**config.mk**
```make
export PLATFORM = sky130hd
export DESIGN_NAME = vsb_scoreboard
export DESIGN_NICKNAME = d
export VERILOG_FILES = /design/src/vsb_pkg.sv /design/src/vsb_dur_if.sv /design/src/vsb_rsv_cnt.sv /design/src/vsb_issue_decode.sv /design/src/vsb_scoreboard.sv
export SDC_FILE = /design/constraint.sdc
export NUM_CORES = 1
export LEC_CHECK = 0
export BUFFER_PORTS_ARGS = -buffer_cell sky130_fd_sc_hd__buf_2
export CAP_MARGIN = 40
export CORE_MARGIN = 4
export CORE_UTILIZATION = 60
export DETAILED_ROUTE_END_ITERATION = 8
export GPL_TIMING_DRIVEN = 0
export PLACE_DENSITY = 0.78
export SLEW_MARGIN = 15
export SYNTH_ARGS = -nofsm -noshare
export SYNTH_HDL_FRONTEND = slang
export SYNTH_SLANG_ARGS = --single-unit
```
**constraint.sdc**
```tcl
create_clock -name i_clk -period 12.4 [get_ports i_clk]
set_input_delay 1.24 -clock i_clk [delete_from_list [all_inputs] [get_ports i_clk]]
set_output_delay 1.24 -clock i_clk [all_outputs]
set_load 0.01 [all_outputs]
```
**src/vsb_pkg.sv**
```systemverilog
// Purpose: shared constants, types and helpers for the vector issue scoreboard
// Assumes: all figures are clock periods of the single processor clock
// Notes: reservation counters are CNT_W bits wide, enough for latency plus 64 + 2
package vsb_pkg;

    // ==========================================================
    // widths and sizes
    localparam int CNT_W = 8;
    localparam int VL_W = 7;
    localparam int NUM_VREG = 8;
    localparam int NUM_UNIT = 7;

    typedef logic [CNT_W-1:0] vsb_cnt_t;
    typedef logic [VL_W-1:0] vsb_vl_t;

    // ==========================================================
    // enumerations
    typedef enum logic [2:0] {
        VSB_U_LOGIC = 3'h0,
        VSB_U_SHIFT = 3'h1,
        VSB_U_IADD = 3'h2,
        VSB_U_FADD = 3'h3,
        VSB_U_FMUL = 3'h4,
        VSB_U_RECIP = 3'h5,
        VSB_U_MEM = 3'h6
    } vsb_unit_t;

    typedef enum logic [1:0] {
        VSB_K_VECTOR = 2'h0,
        VSB_K_SCALAR = 2'h1,
        VSB_K_BRANCH = 2'h2,
        VSB_K_BLKCOPY = 2'h3
    } vsb_kind_t;

    typedef enum logic [1:0] {
        VSB_BR_FALL = 2'h0,
        VSB_BR_TAKEN = 2'h1,
        VSB_BR_OUT = 2'h2
    } vsb_br_t;

    // gray along run -> gap -> run and run -> hold -> run
    typedef enum logic [1:0] {
        VSB_ST_RUN = 2'h0,
        VSB_ST_GAP = 2'h1,
        VSB_ST_HOLD = 2'h2
    } vsb_state_t;

    // ==========================================================
    // unit latencies
    localparam vsb_cnt_t LAT_LOGIC = 8'h02;
    localparam vsb_cnt_t LAT_SHIFT = 8'h03;
    localparam vsb_cnt_t LAT_IADD = 8'h03;
    localparam vsb_cnt_t LAT_FADD = 8'h06;
    localparam vsb_cnt_t LAT_FMUL = 8'h07;
    localparam vsb_cnt_t LAT_RECIP = 8'h0E;
    localparam vsb_cnt_t LAT_MEM = 8'h06;

    // ==========================================================
    // reservation lengths and issue gaps
    localparam vsb_cnt_t UNIT_PLUS = 8'h02;
    localparam vsb_cnt_t MEM_PLUS = 8'h04;
    localparam vsb_cnt_t SHARE_PLUS = 8'h04;
    localparam vsb_cnt_t SHARE_EXT = SHARE_PLUS - UNIT_PLUS;
    localparam vsb_cnt_t RES_PLUS = 8'h02;
    localparam vsb_cnt_t RES_SHORT_PLUS = 8'h07;
    localparam vsb_cnt_t CHAIN_PLUS = 8'h02;
    localparam vsb_cnt_t OPND_PLUS = 8'h01;
    localparam vsb_cnt_t OPND_SHORT = 8'h06;
    localparam vsb_cnt_t VSTORE_PLUS = 8'h05;
    localparam vsb_cnt_t BLK_LOAD_PLUS = 8'h0D;
    localparam vsb_cnt_t BLK_STORE_PLUS = 8'h05;
    localparam vsb_cnt_t BR_FALL_TIME = 8'h02;
    localparam vsb_cnt_t BR_TAKEN_TIME = 8'h05;
    localparam vsb_cnt_t BR_OUT_TIME = 8'h0D;
    localparam vsb_cnt_t GAP_CYC = 8'h01;
    localparam vsb_cnt_t CNT_RST = 8'h00;
    localparam vsb_vl_t SHORT_VL = 7'h05;
    localparam vsb_vl_t MAX_VL = 7'h40;

    function automatic vsb_cnt_t vsb_unit_lat(input vsb_unit_t u);
        unique case (u)
            VSB_U_LOGIC: vsb_unit_lat = LAT_LOGIC;
            VSB_U_SHIFT: vsb_unit_lat = LAT_SHIFT;
            VSB_U_IADD: vsb_unit_lat = LAT_IADD;
            VSB_U_FADD: vsb_unit_lat = LAT_FADD;
            VSB_U_FMUL: vsb_unit_lat = LAT_FMUL;
            VSB_U_RECIP: vsb_unit_lat = LAT_RECIP;
            VSB_U_MEM: vsb_unit_lat = LAT_MEM;
            default: vsb_unit_lat = LAT_LOGIC;
        endcase
    endfunction

endpackage

```
**src/vsb_dur_if.sv**
```systemverilog
// Purpose: reservation lengths carried from the decoder to the scoreboard core
// Assumes: all values are valid in the cycle the request is presented
// Notes: zero in hold means no issue gap follows
`timescale 1ns/1ps
interface vsb_dur_if;
    import vsb_pkg::*;
    vsb_cnt_t unit_cnt;
    vsb_cnt_t res_cnt;
    vsb_cnt_t chain_cnt;
    vsb_cnt_t opj_cnt;
    vsb_cnt_t opk_cnt;
    vsb_cnt_t hold_cnt;
    modport drv (output unit_cnt, res_cnt, chain_cnt, opj_cnt, opk_cnt, hold_cnt);
    modport use_side (input unit_cnt, res_cnt, chain_cnt, opj_cnt, opk_cnt, hold_cnt);
endinterface

```
**src/vsb_rsv_cnt.sv**
```systemverilog
// Purpose: one reservation down-counter
// Assumes: load and extend are never asked in the same cycle
// Notes: extension is granted once per load
`timescale 1ns/1ps
module vsb_rsv_cnt import vsb_pkg::*; (
    // clock and reset
    input wire logic i_clk,
    input wire logic i_sys_rst,
    // control
    input wire logic i_load,
    input wire vsb_cnt_t i_load_val,
    input wire logic i_ext,
    // state
    output logic o_busy,
    output logic o_last
);
    vsb_cnt_t cnt_r, cnt_nxt;
    logic ext_done_r, ext_done_nxt;

    always_comb begin
        cnt_nxt = cnt_r;
        ext_done_nxt = ext_done_r;
        if (i_load) begin
            cnt_nxt = i_load_val;
            ext_done_nxt = 1'b0;
        end else if (cnt_r != CNT_RST) begin
            cnt_nxt = cnt_r - 8'h01;
            if (i_ext && !ext_done_r) begin
                cnt_nxt = cnt_r - 8'h01 + SHARE_EXT;
                ext_done_nxt = 1'b1;
            end
        end
    end

    always_ff @(posedge i_clk or posedge i_sys_rst) begin
        if (i_sys_rst) begin
            cnt_r <= CNT_RST;
            ext_done_r <= 1'b0;
        end else begin
            cnt_r <= cnt_nxt;
            ext_done_r <= ext_done_nxt;
        end
    end

    assign o_busy = (cnt_r != CNT_RST);
    assign o_last = (cnt_r == 8'h01);
endmodule

```
**src/vsb_issue_decode.sv**
```systemverilog
// Purpose: turn one presented request into its reservation and gap lengths
// Assumes: element count above 64 never reaches here in correct code
// Notes: purely combinational
`timescale 1ns/1ps
module vsb_issue_decode import vsb_pkg::*; (
    // request
    input wire vsb_kind_t i_kind,
    input wire vsb_unit_t i_unit,
    input wire logic i_vstore,
    input wire logic i_two_parcel,
    input wire vsb_vl_t i_element_count_setting,
    input wire logic i_blk_load,
    input wire logic [5:0] i_block_copy_count_field,
    input wire vsb_br_t i_br_outcome,
    // lengths
    vsb_dur_if.drv dur
);
    vsb_vl_t vl;
    vsb_cnt_t vlc;
    vsb_cnt_t lat;
    vsb_cnt_t jk;
    vsb_cnt_t gap;
    logic short_v;

    always_comb begin
        // a longer count is cut to one segment; more would overrun the registers
        vl = (i_element_count_setting > MAX_VL) ? MAX_VL : i_element_count_setting;
        vlc = vsb_cnt_t'(vl);
        lat = vsb_unit_lat(i_unit);
        jk = vsb_cnt_t'(i_block_copy_count_field);
        short_v = (vl < SHORT_VL);
        dur.unit_cnt = vlc + ((i_unit == VSB_U_MEM) ? MEM_PLUS : UNIT_PLUS);
        dur.res_cnt = lat + (short_v ? RES_SHORT_PLUS : (vlc + RES_PLUS));
        dur.chain_cnt = lat + CHAIN_PLUS;
        dur.opk_cnt = short_v ? OPND_SHORT : (vlc + OPND_PLUS);
        dur.opj_cnt = i_vstore ? (vlc + VSTORE_PLUS) : dur.opk_cnt;
        gap = CNT_RST;
        unique case (i_kind)
            VSB_K_BLKCOPY: gap = jk + (i_blk_load ? BLK_LOAD_PLUS : BLK_STORE_PLUS);
            VSB_K_BRANCH: begin
                unique case (i_br_outcome)
                    VSB_BR_FALL: gap = BR_FALL_TIME - 8'h01;
                    VSB_BR_TAKEN: gap = BR_TAKEN_TIME - 8'h01;
                    VSB_BR_OUT: gap = BR_OUT_TIME - 8'h01;
                    default: gap = BR_OUT_TIME - 8'h01;
                endcase
            end
            VSB_K_VECTOR: gap = CNT_RST;
            VSB_K_SCALAR: gap = CNT_RST;
        endcase
        dur.hold_cnt = (i_two_parcel && gap < GAP_CYC) ? GAP_CYC : gap;
    end
endmodule

```
**src/vsb_scoreboard.sv**
```systemverilog
// Purpose: vector issue control and reservation scoreboard
// Assumes: request fields are steady while i_req_valid is high
// Notes: o_issue is combinational; the issue stage treats it as taken
`timescale 1ns/1ps
module vsb_scoreboard import vsb_pkg::*; (
    // clock and reset
    input wire logic i_clk,
    input wire logic i_sys_rst,
    // request from the issue stage
    input wire logic i_req_valid,
    input wire vsb_kind_t i_req_kind,
    input wire vsb_unit_t i_req_unit,
    input wire logic i_req_unit_en,
    input wire logic i_req_vstore,
    input wire logic i_req_two_parcel,
    input wire logic i_req_res_en,
    input wire logic [2:0] i_req_res_vreg,
    input wire logic i_req_opj_en,
    input wire logic [2:0] i_req_opj_vreg,
    input wire logic i_req_opk_en,
    input wire logic [2:0] i_req_opk_vreg,
    // request details
    input wire vsb_vl_t i_element_count_setting,
    input wire logic i_blk_load,
    input wire logic [5:0] i_block_copy_count_field,
    input wire vsb_br_t i_br_outcome,
    input wire logic i_br_uses_scalar,
    // busy levels from the scalar side
    input wire logic i_branch_address_test_reg_busy,
    input wire logic i_branch_scalar_test_reg_busy,
    // issue answer
    output logic o_issue,
    // scoreboard state
    output logic [NUM_UNIT-1:0] o_unit_busy,
    output logic [NUM_VREG-1:0] o_vreg_busy,
    output logic [NUM_VREG-1:0] o_chain_slot,
    output logic o_mem_quiet,
    output logic o_issue_hold
);
    // ==========================================================
    // request decode
    vsb_dur_if dur ();

    vsb_issue_decode u_dec (
        .i_kind(i_req_kind),
        .i_unit(i_req_unit),
        .i_vstore(i_req_vstore),
        .i_two_parcel(i_req_two_parcel),
        .i_element_count_setting(i_element_count_setting),
        .i_blk_load(i_blk_load),
        .i_block_copy_count_field(i_block_copy_count_field),
        .i_br_outcome(i_br_outcome),
        .dur(dur.drv)
    );

    // ==========================================================
    // reservation counters
    logic [NUM_UNIT-1:0] unit_load, unit_ext, unit_busy;
    logic [NUM_VREG-1:0] res_load, res_busy;
    logic [NUM_VREG-1:0] chain_busy, chain_last;
    logic [NUM_VREG-1:0] opnd_load, opnd_busy;
    vsb_cnt_t opnd_val [NUM_VREG];

    genvar gi;
    generate
        for (gi = 0; gi < NUM_UNIT; gi++) begin : g_unit
            vsb_rsv_cnt u_cnt (
                .i_clk(i_clk),
                .i_sys_rst(i_sys_rst),
                .i_load(unit_load[gi]),
                .i_load_val(dur.unit_cnt),
                .i_ext(unit_ext[gi]),
                .o_busy(unit_busy[gi]),
                .o_last()
            );
        end
        for (gi = 0; gi < NUM_VREG; gi++) begin : g_vreg
            vsb_rsv_cnt u_res (
                .i_clk(i_clk),
                .i_sys_rst(i_sys_rst),
                .i_load(res_load[gi]),
                .i_load_val(dur.res_cnt),
                .i_ext(1'b0),
                .o_busy(res_busy[gi]),
                .o_last()
            );
            vsb_rsv_cnt u_chain (
                .i_clk(i_clk),
                .i_sys_rst(i_sys_rst),
                .i_load(res_load[gi]),
                .i_load_val(dur.chain_cnt),
                .i_ext(1'b0),
                .o_busy(chain_busy[gi]),
                .o_last(chain_last[gi])
            );
            vsb_rsv_cnt u_opnd (
                .i_clk(i_clk),
                .i_sys_rst(i_sys_rst),
                .i_load(opnd_load[gi]),
                .i_load_val(opnd_val[gi]),
                .i_ext(1'b0),
                .o_busy(opnd_busy[gi]),
                .o_last()
            );
        end
    endgenerate

    // ==========================================================
    // issue gap state
    vsb_state_t state_r, state_nxt;
    vsb_cnt_t hold_r, hold_nxt;
    logic a_busy_d_r, a_busy_d_nxt;
    logic s_busy_d_r, s_busy_d_nxt;

    // ==========================================================
    // issue conditions
    logic mem_quiet;
    logic unit_ok, res_ok, opj_ok, opk_ok, br_ok, may_issue, issue;
    logic shared_unit;

    always_comb begin
        mem_quiet = !unit_busy[VSB_U_MEM];
        unit_ok = !unit_busy[i_req_unit];
        // writing a register still being read would corrupt the reader
        res_ok = !i_req_res_en || (!res_busy[i_req_res_vreg] && !opnd_busy[i_req_res_vreg]);
        opj_ok = !i_req_opj_en || !res_busy[i_req_opj_vreg]
            || (chain_last[i_req_opj_vreg] && chain_busy[i_req_opj_vreg]);
        opk_ok = !i_req_opk_en || !res_busy[i_req_opk_vreg]
            || (chain_last[i_req_opk_vreg] && chain_busy[i_req_opk_vreg]);
        if (i_br_uses_scalar) begin
            br_ok = !i_branch_scalar_test_reg_busy && !s_busy_d_r;
        end else begin
            br_ok = !i_branch_address_test_reg_busy && !a_busy_d_r;
        end
        shared_unit = (i_req_unit == VSB_U_FADD) || (i_req_unit == VSB_U_FMUL)
            || (i_req_unit == VSB_U_RECIP) || (i_req_unit == VSB_U_MEM);
        may_issue = 1'b0;
        unique case (i_req_kind)
            VSB_K_VECTOR: may_issue = unit_ok && res_ok && opj_ok && opk_ok;
            VSB_K_SCALAR: may_issue = !i_req_unit_en || !shared_unit || unit_ok;
            VSB_K_BRANCH: may_issue = br_ok;
            VSB_K_BLKCOPY: may_issue = mem_quiet;
        endcase
        issue = i_req_valid && may_issue && (state_r == VSB_ST_RUN);
    end

    // ==========================================================
    // reservation loads
    always_comb begin
        unit_load = '0;
        unit_ext = '0;
        res_load = '0;
        opnd_load = '0;
        for (int i = 0; i < NUM_VREG; i++) begin
            opnd_val[i] = dur.opk_cnt;
        end
        if (issue && i_req_kind == VSB_K_VECTOR) begin
            unit_load[i_req_unit] = 1'b1;
            if (i_req_res_en) begin
                res_load[i_req_res_vreg] = 1'b1;
            end
            // scalar operands carry no enable here and are never reserved
            if (i_req_opk_en) begin
                opnd_load[i_req_opk_vreg] = 1'b1;
            end
            if (i_req_opj_en) begin
                opnd_load[i_req_opj_vreg] = 1'b1;
                opnd_val[i_req_opj_vreg] = dur.opj_cnt;
            end
        end
        if (i_req_valid && i_req_kind == VSB_K_SCALAR && i_req_unit_en && shared_unit) begin
            unit_ext[i_req_unit] = 1'b1;
        end
    end

    // ==========================================================
    // issue gap machine
    always_comb begin
        state_nxt = state_r;
        hold_nxt = hold_r;
        a_busy_d_nxt = i_branch_address_test_reg_busy;
        s_busy_d_nxt = i_branch_scalar_test_reg_busy;
        unique case (state_r)
            VSB_ST_RUN: begin
                if (issue && dur.hold_cnt == GAP_CYC) begin
                    state_nxt = VSB_ST_GAP;
                end else if (issue && dur.hold_cnt > GAP_CYC) begin
                    state_nxt = VSB_ST_HOLD;
                    hold_nxt = dur.hold_cnt;
                end
            end
            VSB_ST_GAP: begin
                state_nxt = VSB_ST_RUN;
            end
            VSB_ST_HOLD: begin
                hold_nxt = hold_r - 8'h01;
                if (hold_r == 8'h01) begin
                    state_nxt = VSB_ST_RUN;
                    hold_nxt = CNT_RST;
                end
            end
            default: begin
                state_nxt = VSB_ST_RUN;
                hold_nxt = CNT_RST;
            end
        endcase
    end

    always_ff @(posedge i_clk or posedge i_sys_rst) begin
        if (i_sys_rst) begin
            state_r <= VSB_ST_RUN;
            hold_r <= CNT_RST;
            a_busy_d_r <= 1'b1;
            s_busy_d_r <= 1'b1;
        end else begin
            state_r <= state_nxt;
            hold_r <= hold_nxt;
            a_busy_d_r <= a_busy_d_nxt;
            s_busy_d_r <= s_busy_d_nxt;
        end
    end

    // ==========================================================
    // outputs
    assign o_issue = issue;
    assign o_unit_busy = unit_busy;
    assign o_vreg_busy = res_busy | opnd_busy;
    assign o_chain_slot = chain_busy & chain_last;
    assign o_mem_quiet = mem_quiet;
    assign o_issue_hold = (state_r != VSB_ST_RUN);
endmodule

```
### Word-level counts from Yosys, hierarchy flattened

Index checks and enable logic that the tools add are counted.

* register bits after elaboration: 267
* latch bits: 0
* RAM bits: 0
* ROM bits: 0
* input bits: 42
* output and inout bits: 26
* logic and storage cells: 428
* memories kept: 0

* add/subtract/negate cells: 46
* $mul: 0
* div/mod/pow operators: 0
* $lt $le $gt $ge: 14
* equal/unequal tests: 26
* shifts and indexed selects: 0
* muxes and demuxes: 149
* bitwise gates (word level): 5
* reductions and logical operators: 146

Operators with widths (number)
* 2-to-1 mux 8 bit: 83
* subtractor 8 x 1 -> 8 bit, second input constant: 32
* nonzero test 8 bit: 31
* 2-to-1 mux 64 bit: 2
* == test 8 x 1 -> 1 bit, second input constant: 10
* nonzero test 2 bit: 39
* bitwise mux 64 bit: 1
* adder 8 x 2 -> 8 bit, second input constant: 7
* case mux 8 bit (3 select lines): 2
* 2-to-1 mux 1 bit: 35
* logical AND 1 bit: 29
* binary-select mux 1 bit (select 3 bit): 9
* demux 8 bit (select 3 bit): 1
* logical NOT 1 bit: 22
* 2-to-1 mux 7 bit: 3
* less-than comparator 3 x 4 -> 1 bit, second input constant: 4
* bitwise OR 8 bit: 2
* case mux 4 bit (4 select lines): 1
* AND reduction 2 bit: 8
* demux 1 bit (select 3 bit): 4
* >= comparator 3 x 1 -> 1 bit, second input constant: 4
* logical OR 1 bit: 10
* == test 3 bit, second input constant: 3
* adder 4 x 8 -> 8 bit: 1
* 31 further kinds: 43

### Logic depth before layout (Yosys ltp)

* word-level depth: 18
* gate-level depth with buffers: 17
* mapped depth without buffers: 16

### Modules after synthesis

From an unflattened synthesis, not the netlist that was laid out.

* cell total of the unflattened synthesis: 2846
* area total of the unflattened synthesis: 25612.1 um^2

Modules (own cells, without submodules)
* vsb_rsv_cnt: times used 31, cells each 77, area each 709.4 um^2, sequential area each 225.2 um^2
* vsb_scoreboard: times used 1, cells each 293, area each 2478.6 um^2, sequential area each 302.8 um^2
* vsb_issue_decode: times used 1, cells each 166, area each 1141.1 um^2, sequential area each 0.0 um^2

### Worst setup path after synthesis

No wires, ideal clock.

* path type: in2out
* from: in i_req_opk_vreg[1]
* to: out o_issue
* arrival: 3237 ps
* data required time: 11160 ps
* path slack: 7923 ps
* cell stages on the path: 10
* cell sequence: clkbuf_1 nor3b_1 nand4_1 o2111ai_1 nor3_1 o41ai_4 nand4bb_4 buf_6 buf_2 nand2_1

* longest elaborated chain between the ends: 9
* elaborated cells between the ends (all ways): 14
* classes of those cells: 7 x mux; 7 x reduce/logical

Ends and longest elaborated chain
* start, declared: line vsb_scoreboard.sv:21 `input wire logic [2:0] i_req_opk_vreg,`
* binary-select mux 1 bit (select 3 bit): line vsb_scoreboard.sv:128 `opk_ok = !i_req_opk_en || !res_busy[i_req_opk_vreg]`
* 2-to-1 mux 1 bit (not written as such): line vsb_scoreboard.sv:128
* logical NOT 1 bit: line vsb_scoreboard.sv:128
* logical OR 1 bit: line vsb_scoreboard.sv:128
* logical OR 1 bit *: line vsb_scoreboard.sv:129 `|| (chain_last[i_req_opk_vreg] && chain_busy[i_req_opk_vreg]);`
* logical AND 1 bit *: line vsb_scoreboard.sv:139 `VSB_K_VECTOR: may_issue = unit_ok && res_ok && opj_ok && opk_ok;`
* case mux 1 bit (4 select lines) *: line vsb_scoreboard.sv:138 `unique case (i_req_kind)`
* logical AND 1 bit * (2 in a row): line vsb_scoreboard.sv:144 `issue = i_req_valid && may_issue && (state_r == VSB_ST_RUN);`
* end, declared: line vsb_scoreboard.sv:32 `output logic o_issue,`

Mark *: on every way between the ends. The rest lies on a longest branch, timed or not. The select of a mux whose other input is x is not followed.

### Worst setup path after layout

* from: in i_req_opj_vreg[1]
* to: out o_issue

* longest elaborated chain between the ends: 10
* elaborated cells between the ends (all ways): 15
* classes of those cells: 7 x mux; 8 x reduce/logical

Ends and longest elaborated chain
* start, declared: line vsb_scoreboard.sv:19 `input wire logic [2:0] i_req_opj_vreg,`
* binary-select mux 1 bit (select 3 bit): line vsb_scoreboard.sv:126 `opj_ok = !i_req_opj_en || !res_busy[i_req_opj_vreg]`
* 2-to-1 mux 1 bit (not written as such): line vsb_scoreboard.sv:126
* logical NOT 1 bit: line vsb_scoreboard.sv:126
* logical OR 1 bit: line vsb_scoreboard.sv:126
* logical OR 1 bit *: line vsb_scoreboard.sv:127 `|| (chain_last[i_req_opj_vreg] && chain_busy[i_req_opj_vreg]);`
* logical AND 1 bit * (2 in a row): line vsb_scoreboard.sv:139
* case mux 1 bit (4 select lines) *: line vsb_scoreboard.sv:138
* logical AND 1 bit * (2 in a row): line vsb_scoreboard.sv:144

Marks and branches as above.

==> key figures <==
Power and ir drop
  • Combinational share of power: 16.9%
  • Net switching power figure: 0.000674 W
  • Clock Power Share: 41.8%
  • PwrDens: 119 nW/µm²
  • Switching Share: 28.4%
  • Pleak: 8.18 nW
  • Part of the power in registers: 41.2%
  • Max IR drop VDD: 0.0923 mV
  • Internal power: 0.00170 W

Synth
  • Post-synth EDFFs: 0
  • Syn_nets: 2134
  • Syn Area/Cell: 8.76 µm²
  • Yosys reg bits: 264
  • Post-synth top area cell: dfrtp_1
  • Top-count cell post-synth: dfrtp_1
  • Post-synth top cells: 262 x dfrtp_1, 198 x nor2_1, 182 x nand2_1, 115 x xnor2_1, 108 x inv_1
  • Netlist cell types: 94
  • Post-synth ARST share: 100%
  • Ys flop type: dfrtp_1
  • Syn Inst Count: 2033
  • Ys Warns: 0
  • Synthesized area: 17800 µm²
  • Synth top area share: 36.8%
  • Post-synthesis sequential area ratio: 37.1%
  • Synth top area cells: dfrtp_1 37%, xnor2_1 5.7%, nor2_1 4.2%

Placed design
  • Placed Area: 18700 µm²
  • GPL Wtd Cong: 0.981
  • Final HPWL DP: 36500 µm
  • Port Buf Inserts: 59

Global route
  • Gr usage total: 30.2%
  • Largest net degree at the start of global routing: 91
  • Initial antenna violation count: 2
  • Total gr overflow: 0
  • First-pass GRT wire length: 81600 µm
  • Vias in the first global route: 15700

Worst setup path
  • Worst r2r src: g_unit[5].u_cnt.cnt_r[0]
  • CP endpoint kind: output port
  • Crit-path slowest cell: clkbuf_1
  • Crit path DAT: 4.32 ns
  • Worst r2r path cells: 14
  • Critical Path Max Stage Delay: 0.50 ns
  • Reg2reg end: g_vreg[1].u_res.cnt_r[1]
  • Max Fanout on Critical Path: 10
  • CP cell instances: clkbuf_1 > clkbuf_1 > nor3b_1 > nand3_1 > nand4_1 > nor4_1 > a211o_1 > nand4bb_4 > buf_6 > buf_2 > nand2_1 > buf_2
  • R2r setup slk: 8.08 ns
  • Req. time, crit path: 11.16 ns
  • Kind of critical path: in2out
  • Crit start category: primary input

Detailed routing
  • DR DRC count: 0
  • First-pass iteration count of the detailed router: 5
  • Final wirelength: 50100 µm
  • DR vias/cell: 6.25
  • Via Count: 15900
  • DRT iter0 DRCs: 1702
  • Routed len/inst: 19.6 µm
  • Post-route ant nets: 0

CTS
  • CTS H-tree lvls: 1
  • CTS tree: yes
  • Worst-Skew Late Latency: 0.57 ns
  • Hold_buf cts: 0
  • Clock tree buffer depth: 3
  • Clock Tree Root: clkbuf_16
  • Post_cts resized: 0
  • CTS clk-pin slew, worst paths: 0.06 ns
  • Post CTS Setup Buffer Count: 0
  • Clock Sinks: 264
  • Num CTS Buffers: 30

Timing
  • Max Slew Vio Count: 0
  • Final period util: 44.9%
  • Relative slew slack: 38.8%
  • RSZ-0062 raised after global routing: no
  • TNS Setup: 0 ns
  • Worst slew pin tran: 0.911 ns
  • Min Tclk post-route: 5.56 ns
  • Clk_skew: 0.0115 ns
  • Max Fclk: 0.180 GHz
  • Final Hold Fails: 0
  • Finish-stage setup viols: 0

Floorplanning
  • Die ar.: 32500 µm²
  • I/O pin count: 68
  • Cell Rows: 62
  • Initial core utilization: 61.4%
  • Height of the die: 180 µm
  • CORE AREA: 29000 µm²
  • Die W: 180 µm

Flow run
  • Max-cap violation count: 0

Run status
  • Status: finished, final reports clean

Layout
  • Final net count: 2242
  • Area grow syn2layout: 11.6%
  • Fraction of layout cells with a size suffix above 1: 11.1%
  • Final instance area: 19900 µm²

Min path
  • Worst Hold End: hold_r[6]
  • Hold depth: 1
  • Hold Crit Start: hold_r[6]
  • Hold Crit Class: reg2reg
## final cells by class
class                           instances  area (µm²)
Multi-Input combinational cell       1589       10500
Antenna cell                            1        2.50
Fill cell                            2345        9140
Inverter                              109         417
Clock inverter                         10         175
Timing Repair Buffer                   76         464
Buffer                                 71         332
Sequential cell                       264        6610
Tap cell                              384         480
Clock buffer                           46         932
## through the flow
step / hold slack (ns) / instances / setup slack, ns / utilization (%) / total power, W
after floorplan: 0.450 / 2033 / 3.89 / - / 0.00127
after global placement: 0.471 / 2476 / 0.820 / 64.1 / 0.00136
after detailed placement: 0.480 / 2490 / 6.96 / 64.6 / 0.00138
after CTS: 0.493 / 2546 / 6.97 / 68.4 / 0.00237
after global routing: 0.506 / 2550 / 6.78 / 68.5 / 0.00247
final: 0.489 / 2550 / 6.84 / 68.5 / 0.00237
## cell families after synthesis
| family | synth area share, % |
|---|---|
| and+or+nand+nor | 25.3 |
| DFF | 37.1 |
| AOI/OAI and AO/OA | 14.7 |
| xor gates and xnor gates | 8.46 |
| adders and majority gates | 4.24 |
| buffers and inverters | 4.16 |
| muxes | 5.98 |
## power groups by stage
stage	Sequential (W)	Combinational (W)	Clock [W]
after floorplan	0.000976	0.000294	0
after global placement	0.000988	0.000369	0
after detailed placement	0.000991	0.000390	0
after CTS	0.000976	0.000396	0.000999
after global routing	0.000984	0.000445	0.00104
final	0.000978	0.000402	0.000992
## layout by cell type, fill, tap and decap left out, types with 20 or more instances in the layout
master     instances
a21oi_1           96
a22oi_1           20
buf_2             78
clkbuf_1          46
clkbuf_16         31
dfrtp_1          262
ha_1              58
inv_1            107
mux2_2            31
mux2i_1           61
nand2_1          182
nand2b_1          34
nand3_1           60
nand4_1           20
nor2_1           198
nor2b_1           27
nor3_1           104
nor3b_1           27
nor4_1            25
o21ai_0          102
o22ai_1           74
or3_1             34
xnor2_1          115
xor2_1            57
## metal layers
layer | part of all wire [%] | track usage (%) | vias to the layer above | wire length (µm)
li1 | - | - | 7516 | -
met1 | 41 | 40.7 | 7673 | 20800
met2 | 46 | 48.4 | 600 | 22800
met3 | 8.3 | 5.55 | 148 | 4150
met4 | 4.6 | 12.5 | 2 | 2310
met5 | 0.024 | 0 | - | 12
## worst max-delay path: cells and delay by family
| family | cells | cell delay (ns) |
|---|---|---|
| buffers and inverters | 5 | 1.35 |
| and+or+nand+nor | 6 | 1.32 |
| AOI/OAI and AO/OA | 1 | 0.40 |
## state kept, by name, indices dropped and copies added (netlist names)
name                     cells
a_busy_d_r                   1
g_unit.u_cnt.cnt_r          56
g_unit.u_cnt.ext_done_r      4
g_vreg.u_chain.cnt_r        64
g_vreg.u_opnd.cnt_r         64
g_vreg.u_res.cnt_r          64
hold_r                       8
s_busy_d_r                   1
state_r                      2
## worst max-delay path by stage
stage,slack (ns),cells past startpoint,end,start
after CTS,6.97,11,o_issue,i_req_opk_vreg[1]
after global placement,0.82,2,g_vreg[4].u_chain.cnt_r[0],i_sys_rst
after floorplan,3.89,1,g_unit[0].u_cnt.cnt_r[0],i_sys_rst
after global routing,6.78,12,o_issue,i_req_opk_vreg[1]
after detailed placement,6.96,11,o_issue,i_req_opk_vreg[1]
final,6.84,12,o_issue,i_req_opj_vreg[1]
No activity file was read; power rests on OpenSTA's default activity.
